==> src/rsps_pkg.sv <==
// Package of constants for the reset strap peripheral select block.
// Assumes a single device clock and an active-low asynchronous reset.
`default_nettype none

package rsps_pkg;
  // ------------------------------------------------------------
  // Register map
  // ------------------------------------------------------------
  localparam logic [31:0] PERIPHERAL_CONFIG_ADDR = 32'h01B3F000;
  localparam logic [31:0] PERIPHERAL_CONFIG_RESET = 32'h00000000;
  localparam logic [31:0] UNMAPPED_READ_VALUE = 32'h00000000;
  // Strap pair codes for PCI select and Ethernet select.
  localparam logic [1:0] SEL_HOST = 2'h0;
  localparam logic [1:0] SEL_ETH = 2'h1;
  localparam logic [1:0] SEL_PCI = 2'h2;
  localparam logic [1:0] SEL_RSVD = 2'h3;
  // Field positions of the read-only strap status inside the config word.
  localparam int STAT_PCI_BIT = 31;
  localparam int STAT_ETH_BIT = 30;
  localparam int STAT_WIDTH_BIT = 29;
  localparam int STAT_EEAI_BIT = 28;
  localparam int STAT_INVALID_BIT = 27;
  localparam int SW_FIELD_WIDTH = 27;

  // Pin steering modes.
  typedef enum logic [2:0] {
    MODE_HOST16 = 3'b000,
    MODE_HOST16_ETH = 3'b001,
    MODE_HOST32 = 3'b010,
    MODE_ETH_ONLY = 3'b011,
    MODE_PCI = 3'b100
  } rsps_mode_t;
endpackage : rsps_pkg

`default_nettype wire

==> src/rsps_strap_if.sv <==
// Interface carrying captured strap values between capture and steering.
// Assumes both ends share the device clock.
`default_nettype none

interface rsps_strap_if;
  logic pci_select;
  logic ethernet_select;
  logic host_width;
  logic eeprom_autoinit;
  logic reserved_high;
  modport producer (output pci_select, ethernet_select, host_width, eeprom_autoinit,
                    reserved_high);
  modport consumer (input pci_select, ethernet_select, host_width, eeprom_autoinit,
                    reserved_high);
endinterface : rsps_strap_if

`default_nettype wire

==> src/rsps_peripheral_select.sv <==
// Top of the reset strap peripheral select block: captures straps, steers
// shared pins, and holds the software peripheral configuration register.
// Assumes straps are stable around reset release and a simple CPU register port.
//
// Summary of operation
// - Software-writable peripheral configuration register at 0x01B3F000 tunes non-strap selections.
// - PCI and Ethernet select straps captured in reset; live pins ignored.
// - PCI select low enables host port except in MAC-only mode; width and Ethernet straps pick mode.
// - Width/Ethernet pairs: 16-bit, 16-bit plus MAC, 32-bit, MAC only.
// - PCI select high disables host port, MAC, MDIO, upper GPIO; PCI owns pins.
// - With PCI, auto-init strap picks EEPROM load or built-in defaults.
// - Without PCI, upper GPIO works once software sets enable and direction.
// - Without PCI, PCI byte enable and serial PROM select pins float.
// - Timers, I2C and lower GPIO stay available in every configuration.
// - PCI/Ethernet pair decodes: host, Ethernet, PCI, reserved.
`default_nettype none

module rsps_peripheral_select (
  // Clock and reset
  input wire logic clock_in,
  input wire logic reset_n_in,
  // Strap pins
  input wire logic pci_select_strap_in,
  input wire logic ethernet_select_strap_in,
  input wire logic host_width_strap_in,
  input wire logic eeprom_autoinit_strap_in,
  input wire logic reserved_low_strap_in,
  // Register port
  input wire logic reg_select_in,
  input wire logic reg_write_in,
  input wire logic [31:0] reg_addr_in,
  input wire logic [31:0] reg_wdata_in,
  output logic [31:0] reg_rdata_out,
  // Software GPIO settings for upper general purpose pins
  input wire logic [6:0] gpio_enable_bits_in,
  input wire logic [6:0] gpio_direction_bits_in,
  // Peripheral enables
  output logic host_port_enable_out,
  output logic host_port_32bit_out,
  output logic host_low_oe_allow_out,
  output logic host_high_host_out,
  output logic host_high_mac_out,
  output logic ethernet_mac_unit_enable_out,
  output logic pci_enable_out,
  output logic pci_eeprom_autoinit_out,
  output logic pci_only_pins_oe_allow_out,
  output logic [6:0] gpio_upper_enable_out,
  output logic [6:0] gpio_upper_oe_out,
  output logic always_on_enable_out,
  output logic invalid_config_out,
  output logic [26:0] peripheral_config_out
);
  // ------------------------------------------------------------
  // Strap capture
  // ------------------------------------------------------------
  rsps_strap_if straps ();

  rsps_strap_capture u_capture (
    .clock_in(clock_in),
    .reset_n_in(reset_n_in),
    .pci_select_strap_in(pci_select_strap_in),
    .ethernet_select_strap_in(ethernet_select_strap_in),
    .host_width_strap_in(host_width_strap_in),
    .eeprom_autoinit_strap_in(eeprom_autoinit_strap_in),
    .reserved_low_strap_in(reserved_low_strap_in),
    .straps(straps)
  );

  // ------------------------------------------------------------
  // Decode
  // ------------------------------------------------------------
  localparam int SW_W = rsps_pkg::SW_FIELD_WIDTH;
  logic captured_reg;
  logic [SW_W-1:0] peripheral_config_reg;
  rsps_pkg::rsps_mode_t mode_next;
  rsps_pkg::rsps_mode_t mode_reg;

  // Decode the captured PCI/Ethernet pair plus width strap into a mode.
  // pair decode
  function automatic rsps_pkg::rsps_mode_t decode_mode(input logic pci, input logic eth,
                                                       input logic wide);
    rsps_pkg::rsps_mode_t m;
    m = rsps_pkg::MODE_HOST16;
    case ({pci, eth})
      rsps_pkg::SEL_HOST: m = wide ? rsps_pkg::MODE_HOST32 : rsps_pkg::MODE_HOST16;
      rsps_pkg::SEL_ETH: m = wide ? rsps_pkg::MODE_ETH_ONLY : rsps_pkg::MODE_HOST16_ETH;
      rsps_pkg::SEL_PCI: m = rsps_pkg::MODE_PCI;
      // Reserved pair: PCI select wins, as for the PCI rows.
      rsps_pkg::SEL_RSVD: m = rsps_pkg::MODE_PCI;
      default: m = rsps_pkg::MODE_HOST16;
    endcase
    return m;
  endfunction

  // Combinational mode from the held straps.
  always_comb begin
    mode_next = decode_mode(straps.pci_select, straps.ethernet_select, straps.host_width);
  end

  // Marks that straps have been captured; steering stays safe before then.
  always_ff @(posedge clock_in or negedge reset_n_in) begin
    if (!reset_n_in) begin
      captured_reg <= 1'b0;
    end else begin
      captured_reg <= 1'b1;
    end
  end

  // Mode register, loaded once after capture and held until next reset.
  // steering held
  always_ff @(posedge clock_in or negedge reset_n_in) begin
    if (!reset_n_in) begin
      mode_reg <= rsps_pkg::MODE_HOST16;
    end else if (!captured_reg) begin
      mode_reg <= rsps_pkg::MODE_HOST16;
    end else begin
      mode_reg <= mode_next;
    end
  end

  // ------------------------------------------------------------
  // Pin steering
  // ------------------------------------------------------------
  // Steering outputs registered from the held mode. Everything is off in reset.
  always_ff @(posedge clock_in or negedge reset_n_in) begin
    if (!reset_n_in) begin
      host_port_enable_out <= 1'b0;
      host_port_32bit_out <= 1'b0;
      host_low_oe_allow_out <= 1'b0;
      host_high_host_out <= 1'b0;
      host_high_mac_out <= 1'b0;
      ethernet_mac_unit_enable_out <= 1'b0;
      pci_enable_out <= 1'b0;
      pci_eeprom_autoinit_out <= 1'b0;
      pci_only_pins_oe_allow_out <= 1'b0;
      invalid_config_out <= 1'b0;
    end else begin
      host_port_enable_out <= (mode_reg != rsps_pkg::MODE_PCI)
                              && (mode_reg != rsps_pkg::MODE_ETH_ONLY);
      host_port_32bit_out <= (mode_reg == rsps_pkg::MODE_HOST32);
      host_low_oe_allow_out <= (mode_reg == rsps_pkg::MODE_HOST16)
                               || (mode_reg == rsps_pkg::MODE_HOST16_ETH)
                               || (mode_reg == rsps_pkg::MODE_HOST32);
      host_high_host_out <= (mode_reg == rsps_pkg::MODE_HOST32);
      host_high_mac_out <= (mode_reg == rsps_pkg::MODE_HOST16_ETH)
                           || (mode_reg == rsps_pkg::MODE_ETH_ONLY);
      ethernet_mac_unit_enable_out <= (mode_reg == rsps_pkg::MODE_HOST16_ETH)
                                      || (mode_reg == rsps_pkg::MODE_ETH_ONLY);
      pci_enable_out <= (mode_reg == rsps_pkg::MODE_PCI);
      pci_eeprom_autoinit_out <= (mode_reg == rsps_pkg::MODE_PCI) && straps.eeprom_autoinit;
      pci_only_pins_oe_allow_out <= (mode_reg == rsps_pkg::MODE_PCI);
      invalid_config_out <= captured_reg && straps.reserved_high;
    end
  end

  // Upper GPIO follows software enable and direction only without PCI.
  // upper GPIO gated
  always_ff @(posedge clock_in or negedge reset_n_in) begin
    if (!reset_n_in) begin
      gpio_upper_enable_out <= 7'h00;
      gpio_upper_oe_out <= 7'h00;
    end else if (mode_reg == rsps_pkg::MODE_PCI || !captured_reg) begin
      gpio_upper_enable_out <= 7'h00;
      gpio_upper_oe_out <= 7'h00;
    end else begin
      gpio_upper_enable_out <= gpio_enable_bits_in;
      gpio_upper_oe_out <= gpio_enable_bits_in & gpio_direction_bits_in;
    end
  end

  // Timers, I2C and lower GPIO are enabled regardless of strap choice.
  // always available
  always_ff @(posedge clock_in or negedge reset_n_in) begin
    if (!reset_n_in) begin
      always_on_enable_out <= 1'b0;
    end else begin
      always_on_enable_out <= 1'b1;
    end
  end

  // ------------------------------------------------------------
  // Register port
  // ------------------------------------------------------------
  logic hit;
  assign hit = reg_select_in && (reg_addr_in == rsps_pkg::PERIPHERAL_CONFIG_ADDR);

  // Software configuration field, writable at any time after reset.
  // software config write
  always_ff @(posedge clock_in or negedge reset_n_in) begin
    if (!reset_n_in) begin
      peripheral_config_reg <= rsps_pkg::PERIPHERAL_CONFIG_RESET[SW_W-1:0];
    end else if (hit && reg_write_in) begin
      peripheral_config_reg <= reg_wdata_in[SW_W-1:0];
    end
  end

  // Drive config to peripherals that are not fixed by straps.
  always_ff @(posedge clock_in or negedge reset_n_in) begin
    if (!reset_n_in) begin
      peripheral_config_out <= rsps_pkg::PERIPHERAL_CONFIG_RESET[SW_W-1:0];
    end else begin
      peripheral_config_out <= peripheral_config_reg;
    end
  end

  // Read data: software field below, captured strap status in the top bits.
  always_ff @(posedge clock_in or negedge reset_n_in) begin
    if (!reset_n_in) begin
      reg_rdata_out <= 32'h00000000;
    end else if (hit && !reg_write_in) begin
      reg_rdata_out <= {straps.pci_select, straps.ethernet_select, straps.host_width,
                        straps.eeprom_autoinit, straps.reserved_high, peripheral_config_reg};
    end else if (reg_select_in && !reg_write_in) begin
      reg_rdata_out <= rsps_pkg::UNMAPPED_READ_VALUE;
    end
  end
endmodule : rsps_peripheral_select

`default_nettype wire

==> src/rsps_strap_capture.sv <==
// Strap capture: latches board straps while device reset is asserted.
// Assumes strap inputs are synchronous to the clock.
`default_nettype none

module rsps_strap_capture (
  // Clock and reset
  input wire logic clock_in,
  input wire logic reset_n_in,
  // Strap pins
  input wire logic pci_select_strap_in,
  input wire logic ethernet_select_strap_in,
  input wire logic host_width_strap_in,
  input wire logic eeprom_autoinit_strap_in,
  input wire logic reserved_low_strap_in,
  // Captured values
  rsps_strap_if.producer straps
);
  // Sync reset release into a one-deep history so capture runs during reset.
  logic in_reset_reg;

  // Reset tracking: high while reset is held, falls one edge after release.
  always_ff @(posedge clock_in or negedge reset_n_in) begin
    if (!reset_n_in) begin
      in_reset_reg <= 1'b1;
    end else begin
      in_reset_reg <= 1'b0;
    end
  end

  // Capture straps on the first edge after release, then hold until reset.
  // capture straps
  always_ff @(posedge clock_in) begin
    if (in_reset_reg) begin
      straps.pci_select <= pci_select_strap_in;
      straps.ethernet_select <= ethernet_select_strap_in;
      straps.host_width <= host_width_strap_in;
      straps.eeprom_autoinit <= eeprom_autoinit_strap_in;
      straps.reserved_high <= reserved_low_strap_in;
    end
  end
endmodule : rsps_strap_capture

`default_nettype wire

==> config.mk <==
export PLATFORM = sky130hd
export DESIGN_NAME = rsps_peripheral_select
export DESIGN_NICKNAME = d
export VERILOG_FILES = /design/src/rsps_pkg.sv /design/src/rsps_strap_if.sv /design/src/rsps_peripheral_select.sv /design/src/rsps_strap_capture.sv
export SDC_FILE = /design/constraint.sdc
export NUM_CORES = 1
export LEC_CHECK = 0
export ABC_AREA = 1
export CAP_MARGIN = 20
export CORE_ASPECT_RATIO = 1.4
export CORE_MARGIN = 1
export CORE_UTILIZATION = 50
export CTS_CLUSTER_DIAMETER = 200
export CTS_CLUSTER_SIZE = 8
export DETAILED_ROUTE_END_ITERATION = 16
export DONT_BUFFER_PORTS = 1
export GPL_ROUTABILITY_DRIVEN = 0
export PLACE_DENSITY = 0.73
export SYNTH_ARGS = -nofsm -noshare
export SYNTH_HDL_FRONTEND = slang
export SYNTH_SLANG_ARGS = --single-unit
==> constraint.sdc <==
create_clock -name clock_in -period 1.23 [get_ports clock_in]
set_clock_uncertainty 0.1 [all_clocks]
set_input_delay 0.1845 -clock clock_in [delete_from_list [all_inputs] [get_ports clock_in]]
set_output_delay 0.1845 -clock clock_in [all_outputs]
set_load 0.005 [all_outputs]
Word level (Yosys, flattened, before mapping) --
Cells that the tools add are included. Widths: inputs -> output; s select.
Storage, ports and cells: register bits after elaboration 117, input bits 87, output and inout bits 84, logic and storage cells 56
Operators by class: eq/ne operators 10, mux-type cells 8, bitwise operators 1, reductions and logical operators 17
Operator list (count):
- $mux 32 | 2
- $eq 32x25->1 const B | 1
- $mux 7 | 2
- $pmux 3 s3 | 1
- $and 7x7->7 | 1
- $logic_and 1x1->1 | 7
- $eq 3x2->1 const B | 2
- $eq 2x2->1 const B | 2
- $logic_or 1x1->1 | 4
- $mux 2 | 2
- $eq 3x1->1 const B | 1
- $eq 3x3->1 const B | 1
- $logic_not 3->1 | 1
- $mux 3 | 1
- $ne 3x2->1 const B | 1
- $ne 3x3->1 const B | 1
- $eq 2x1->1 const B | 1
- $logic_not 1->1 | 2
- $logic_not 2->1 | 1
- $reduce_bool 2->1 | 1
- $reduce_or 2->1 | 1

Logic depth before layout (Yosys ltp) --
word-level depth 4, gate-level depth with buffers 10, depth with buffers taken out 9

Hierarchy --
Synthesis repeated with hierarchy kept, for this count alone.
Unflattened totals: cells, all modules 410, area total of the unflattened synthesis 4326.6 um2
By module, submodules not included:
- rsps_peripheral_select | instances 1, cells an instance 403, area an instance 4146.5 um2, sequential area each 2777.7 um2
- rsps_strap_capture | instances 1, cells an instance 7, area an instance 180.2 um2, sequential area each 176.4 um2

Worst setup path before layout --
OpenSTA, ideal clock, no wires.
path type reg-to-reg, start point reg mode_reg[0], end point reg gpio_upper_enable_out[2], library setup time 0.131 ns, arrival 1.016 ns, required time 0.999 ns, slack -0.017 ns, stages on the path, launching flop included 6, path buffers 1, clock period less this slack 1.247 ns, cell sequence dfrtp_1 -> inv_1 -> nand3_1 -> nand2_1 -> clkbuf_1 -> nor2_1
Between the ends: word-level cells in the longest chain between the ends 3
Ends and longest elaborated chain:
- start: declaration | RTL line rsps_peripheral_select.sv:76 | rsps_pkg::rsps_mode_t mode_reg;
- start signal: assignment | RTL line rsps_peripheral_select.sv:113 | mode_reg <= rsps_pkg::MODE_HOST16;
- start signal: assignment | RTL line rsps_peripheral_select.sv:115 | mode_reg <= rsps_pkg::MODE_HOST16;
- start signal: assignment | RTL line rsps_peripheral_select.sv:117 | mode_reg <= mode_next;
- $eq 3x3->1 | RTL line rsps_peripheral_select.sv:162 | end else if (mode_reg == rsps_pkg::MODE_PCI || !captured_reg) begin
- $logic_or 1x1->1 | RTL line rsps_peripheral_select.sv:162
- $mux 7 | RTL line rsps_peripheral_select.sv:162
- end signal: assignment | RTL line rsps_peripheral_select.sv:166 | gpio_upper_enable_out <= gpio_enable_bits_in;
- end: declaration | RTL line rsps_peripheral_select.sv:47 | output logic [6:0] gpio_upper_enable_out,
Every way passes these cells. A chain may end at the register's enable or synchronous reset.

Worst setup path in the final report --
start point in gpio_direction_bits_in[3], end point reg gpio_upper_oe_out[3]
Between the ends: word-level cells in the longest chain between the ends 2
Ends and longest elaborated chain:
- start: declaration | RTL line rsps_peripheral_select.sv:36 | input wire logic [6:0] gpio_direction_bits_in,
- $and 7x7->7 | RTL line rsps_peripheral_select.sv:167 | gpio_upper_oe_out <= gpio_enable_bits_in & gpio_direction_bits_in;
- $mux 7 | RTL line rsps_peripheral_select.sv:162
- end signal: assignment | RTL line rsps_peripheral_select.sv:167
- end: declaration | RTL line rsps_peripheral_select.sv:48 | output logic [6:0] gpio_upper_oe_out,
Every way passes these cells.

==> results list <==
* Die width: around 80 um
* Final worst slack: about 0.046 ns
- Overall die area: 9027 um2
* DRC violations left: 0
* Post-layout min period: ~1.2 ns
* Worst vdd rail ir drop: 0.001045 V
* CTS tree: built
- Placeable core area: 8295 um2
- In this run the power density over the cells is 1559 nW/um2.
- Of the post-synthesis cell area, the dominant cell type holds 64.25%.
* Leakage power figure: 2.885 nW
- Final-stage net count: 550
* Final total power: 8.477 mW
- The H-tree was split into 4 levels.
- Data arrival time of the worst path: 1.42 ns
- Count of vias placed by the detailed router: about 3.1k
- Yosys mapped a number of flops with a built-in enable equal to 5.
- Fin crit share: 96.24%
- Initial antenna violation count: 0
- Worst-skew pair later-pin latency: 0.40 ns
* Global-route wire length before repair: about 15000 um
- Largest net degree at the start of global routing: 113
- Number of nets with antenna violations after detailed routing: 0
* Site Rows: 39
- Endpoint type of the worst setup path: flop
- The run finished, with violations left.
* Violated checks: hold timing
- Number of filler cells placed in the layout: 612
- Ys async rst share: about 96%
- N_diodes: 0
* Startpoint type of the worst setup path: input pin
- Classification of the worst-slack hold path: in -> async
* Number of endpoints with negative hold slack in the final report: ~110
* Largest cells by area after synthesis: sky130_fd_sc_hd__dfrtp_1 64%, sky130_fd_sc_hd__nand2_1 12%, sky130_fd_sc_hd__nand4_1 8.7%
* Top cells by instance count after synthesis: 140 x sky130_fd_sc_hd__nand2_1, 111 x sky130_fd_sc_hd__dfrtp_1, 60 x sky130_fd_sc_hd__nand4_1, 33 x sky130_fd_sc_hd__nor2_1, 22 x sky130_fd_sc_hd__inv_1
- Synthesized area divided by synthesized cell count: 10.54 um2
* Starting Density: 52.11%
- Cell area after technology mapping: between 4000 and 5000 um2
- Num CTS Buffers: 17
* Vias/cell: 5.457
* Max FO, Critical Path: 1
- Maximum clock frequency: between 800 and 900 MHz
* Multi-input logic area: 1112 um2
- Ratio of cells with drive above 1 in the final layout: approximately 9.1%
- Storage element area: 2954 um2
- In this run the critical register-to-register path is launched from mode_reg[0].
- Total half-perimeter wirelength after legalization and detailed placement: slightly above 6000 um
- Among all flip-flop cells after synthesis, the most frequent one is sky130_fd_sc_hd__dfrtp_1.
- Synthesized instance count: 410
- Sequential element share of the synthesized area: 68.34%
- For this run the aggregate overflow at the end of global routing stands at 0.
- In the post-synthesis netlist, the cell with the most instances is sky130_fd_sc_hd__nand2_1.
- Routed Wire Length: about 10000 um
- Compared with the post-synthesis result, the final layout area differs by 25.82%.
- Vertical extent of the die: 112.0 um
- Largest register FFs: 32
- Final routed wire length divided by cell count: 17.38 um
- I/O pins: approximately 170
- Total of warnings raised by yosys: 0
- No sink is reached through more buffers than the 2 on the longest clock path.
* Number of clock sinks: between 100 and 150
- In this run, distinct cell masters in the synthesized netlist total 21.
* Place WS: -0.1275 ns
* Final Max Slew Viols: 0
- For this run, the total global-route usage over all layers was measured as 23.40%.
- Tracing the worst setup path back leads to its startpoint at gpio_direction_bits_in[3].
- Setup violations remaining at the end of the flow were counted as 0.
* Number of max-cap violations: 0
* Post-CTS clock slew at the launch and capture registers of the worst setup and hold paths: 0.05 ns
- Number of buffers added on ports: 0
- Counting flops and latches in the post-synthesis netlist gives 117.
- Number of DRC markers in iteration 0: 171
- Top cell type by total area after synthesis: sky130_fd_sc_hd__dfrtp_1
- The tree is rooted in a sky130_fd_sc_hd__clkbuf_16.
- Via count of the first global-routing pass: 3072
- The worst register-to-register path has a depth of 5.
- First drt pass iteration count: 5
* Unrepaired setup endpoints after global routing: false
- The worst setup path is of the in -> reg kind.
* Crit path required time: approximately 1.5 ns
- Post-cts sizing count: 0
- Across all hold checks on the routed design, the worst slack comes to -0.6177 ns.
- Synthesized netlist net count: between 400 and 500
## metal layers
metal	GRT usage, %	share of wire (%)
met1	26.80	36
met2	38.42	53
met3	8.780	8.4
met4	10.60	2.6
met5	0	0
## final timing paths
kind,slack [ns],endpoint
min,-0.62,host_high_host_out
min reg2reg,0.29,peripheral_config_out[21]
max reg2reg,0.07,gpio_upper_enable_out[3]
min in group clock_in,0.01,peripheral_config_reg[8]
max in group asynchronous,1.46,u_capture.in_reset_reg
max,0.05,gpio_upper_oe_out[3]
## power breakdown
group | leakage, nW | internal (mW) | switching (mW) | total (mW)
registers | 1.59 | 3.93 | 0.0350 | 3.97
clock network | 0.252 | 2.68 | 1.55 | 4.23
logic | 1.05 | 0.153 | 0.127 | 0.280
total | 2.88 | 6.76 | 1.72 | 8.48
## layout by cell type, fill, tap and decap left out
master,instances
sky130_fd_sc_hd__nor3_1,2
sky130_fd_sc_hd__nand4_1,60
sky130_fd_sc_hd__inv_1,22
sky130_fd_sc_hd__clkbuf_8,3
sky130_fd_sc_hd__buf_4,7
sky130_fd_sc_hd__dfstp_2,1
sky130_fd_sc_hd__buf_12,6
sky130_fd_sc_hd__dlygate4sd3_1,48
sky130_fd_sc_hd__dfrtp_1,111
sky130_fd_sc_hd__clkinv_2,4
sky130_fd_sc_hd__nor2_8,1
sky130_fd_sc_hd__a21oi_1,1
sky130_fd_sc_hd__clkinvlp_4,1
sky130_fd_sc_hd__nand2_1,140
sky130_fd_sc_hd__nand3_4,1
sky130_fd_sc_hd__nor2_4,1
sky130_fd_sc_hd__nor2_1,33
sky130_fd_sc_hd__conb_1,2
sky130_fd_sc_hd__nand2_2,1
sky130_fd_sc_hd__clkbuf_1,4
sky130_fd_sc_hd__nand3_1,2
sky130_fd_sc_hd__clkbuf_16,17
sky130_fd_sc_hd__edfxtp_1,5
## final cells by class
cell class,instances,area share (%)
clock buffers,24,8.857
multi-input cells,244,20.45
well taps,102,2.346
repair buffers,61,12.01
inverters,22,1.518
clock inverters,5,0.5061
flip-flops and latches,117,54.31
## worst max-delay path, stage by stage
cell	delay, ns
sky130_fd_sc_hd__dlygate4sd3_1	0.54
sky130_fd_sc_hd__nand2_1	0.05
sky130_fd_sc_hd__dlygate4sd3_1	0.55
sky130_fd_sc_hd__nor2_1	0.10
## through the flow
step	hold slack, ns	TNS, ns	util, %	cell area, um2	std cells
after global placement	-0.2090	-2.494	53.39	4429	497
after CTS	-0.6416	0	61.95	5139	546
after detailed placement	-0.2090	-4.860	53.39	4429	497
final	-0.6177	0	65.57	5439	575
after floorplan	-0.2111	0	-	4324	410
after global routing	-0.6472	0	65.57	5439	575
## logic make-up after synthesis
logic type,Yosys count,share of synthesized area (%)
and+or+nand+nor,241,25.44
DFF,117,68.34
other,2,0.1737
buffers and inverters,49,5.933
AOI/OAI and AO/OA,1,0.1157
## what timing repair did
action / CTS / global route
hold endpoints to repair: 158 / 139
hold buffers: 20 / 29
setup buffers: 0 / 0
No activity file was read; power rests on OpenSTA's default activity.
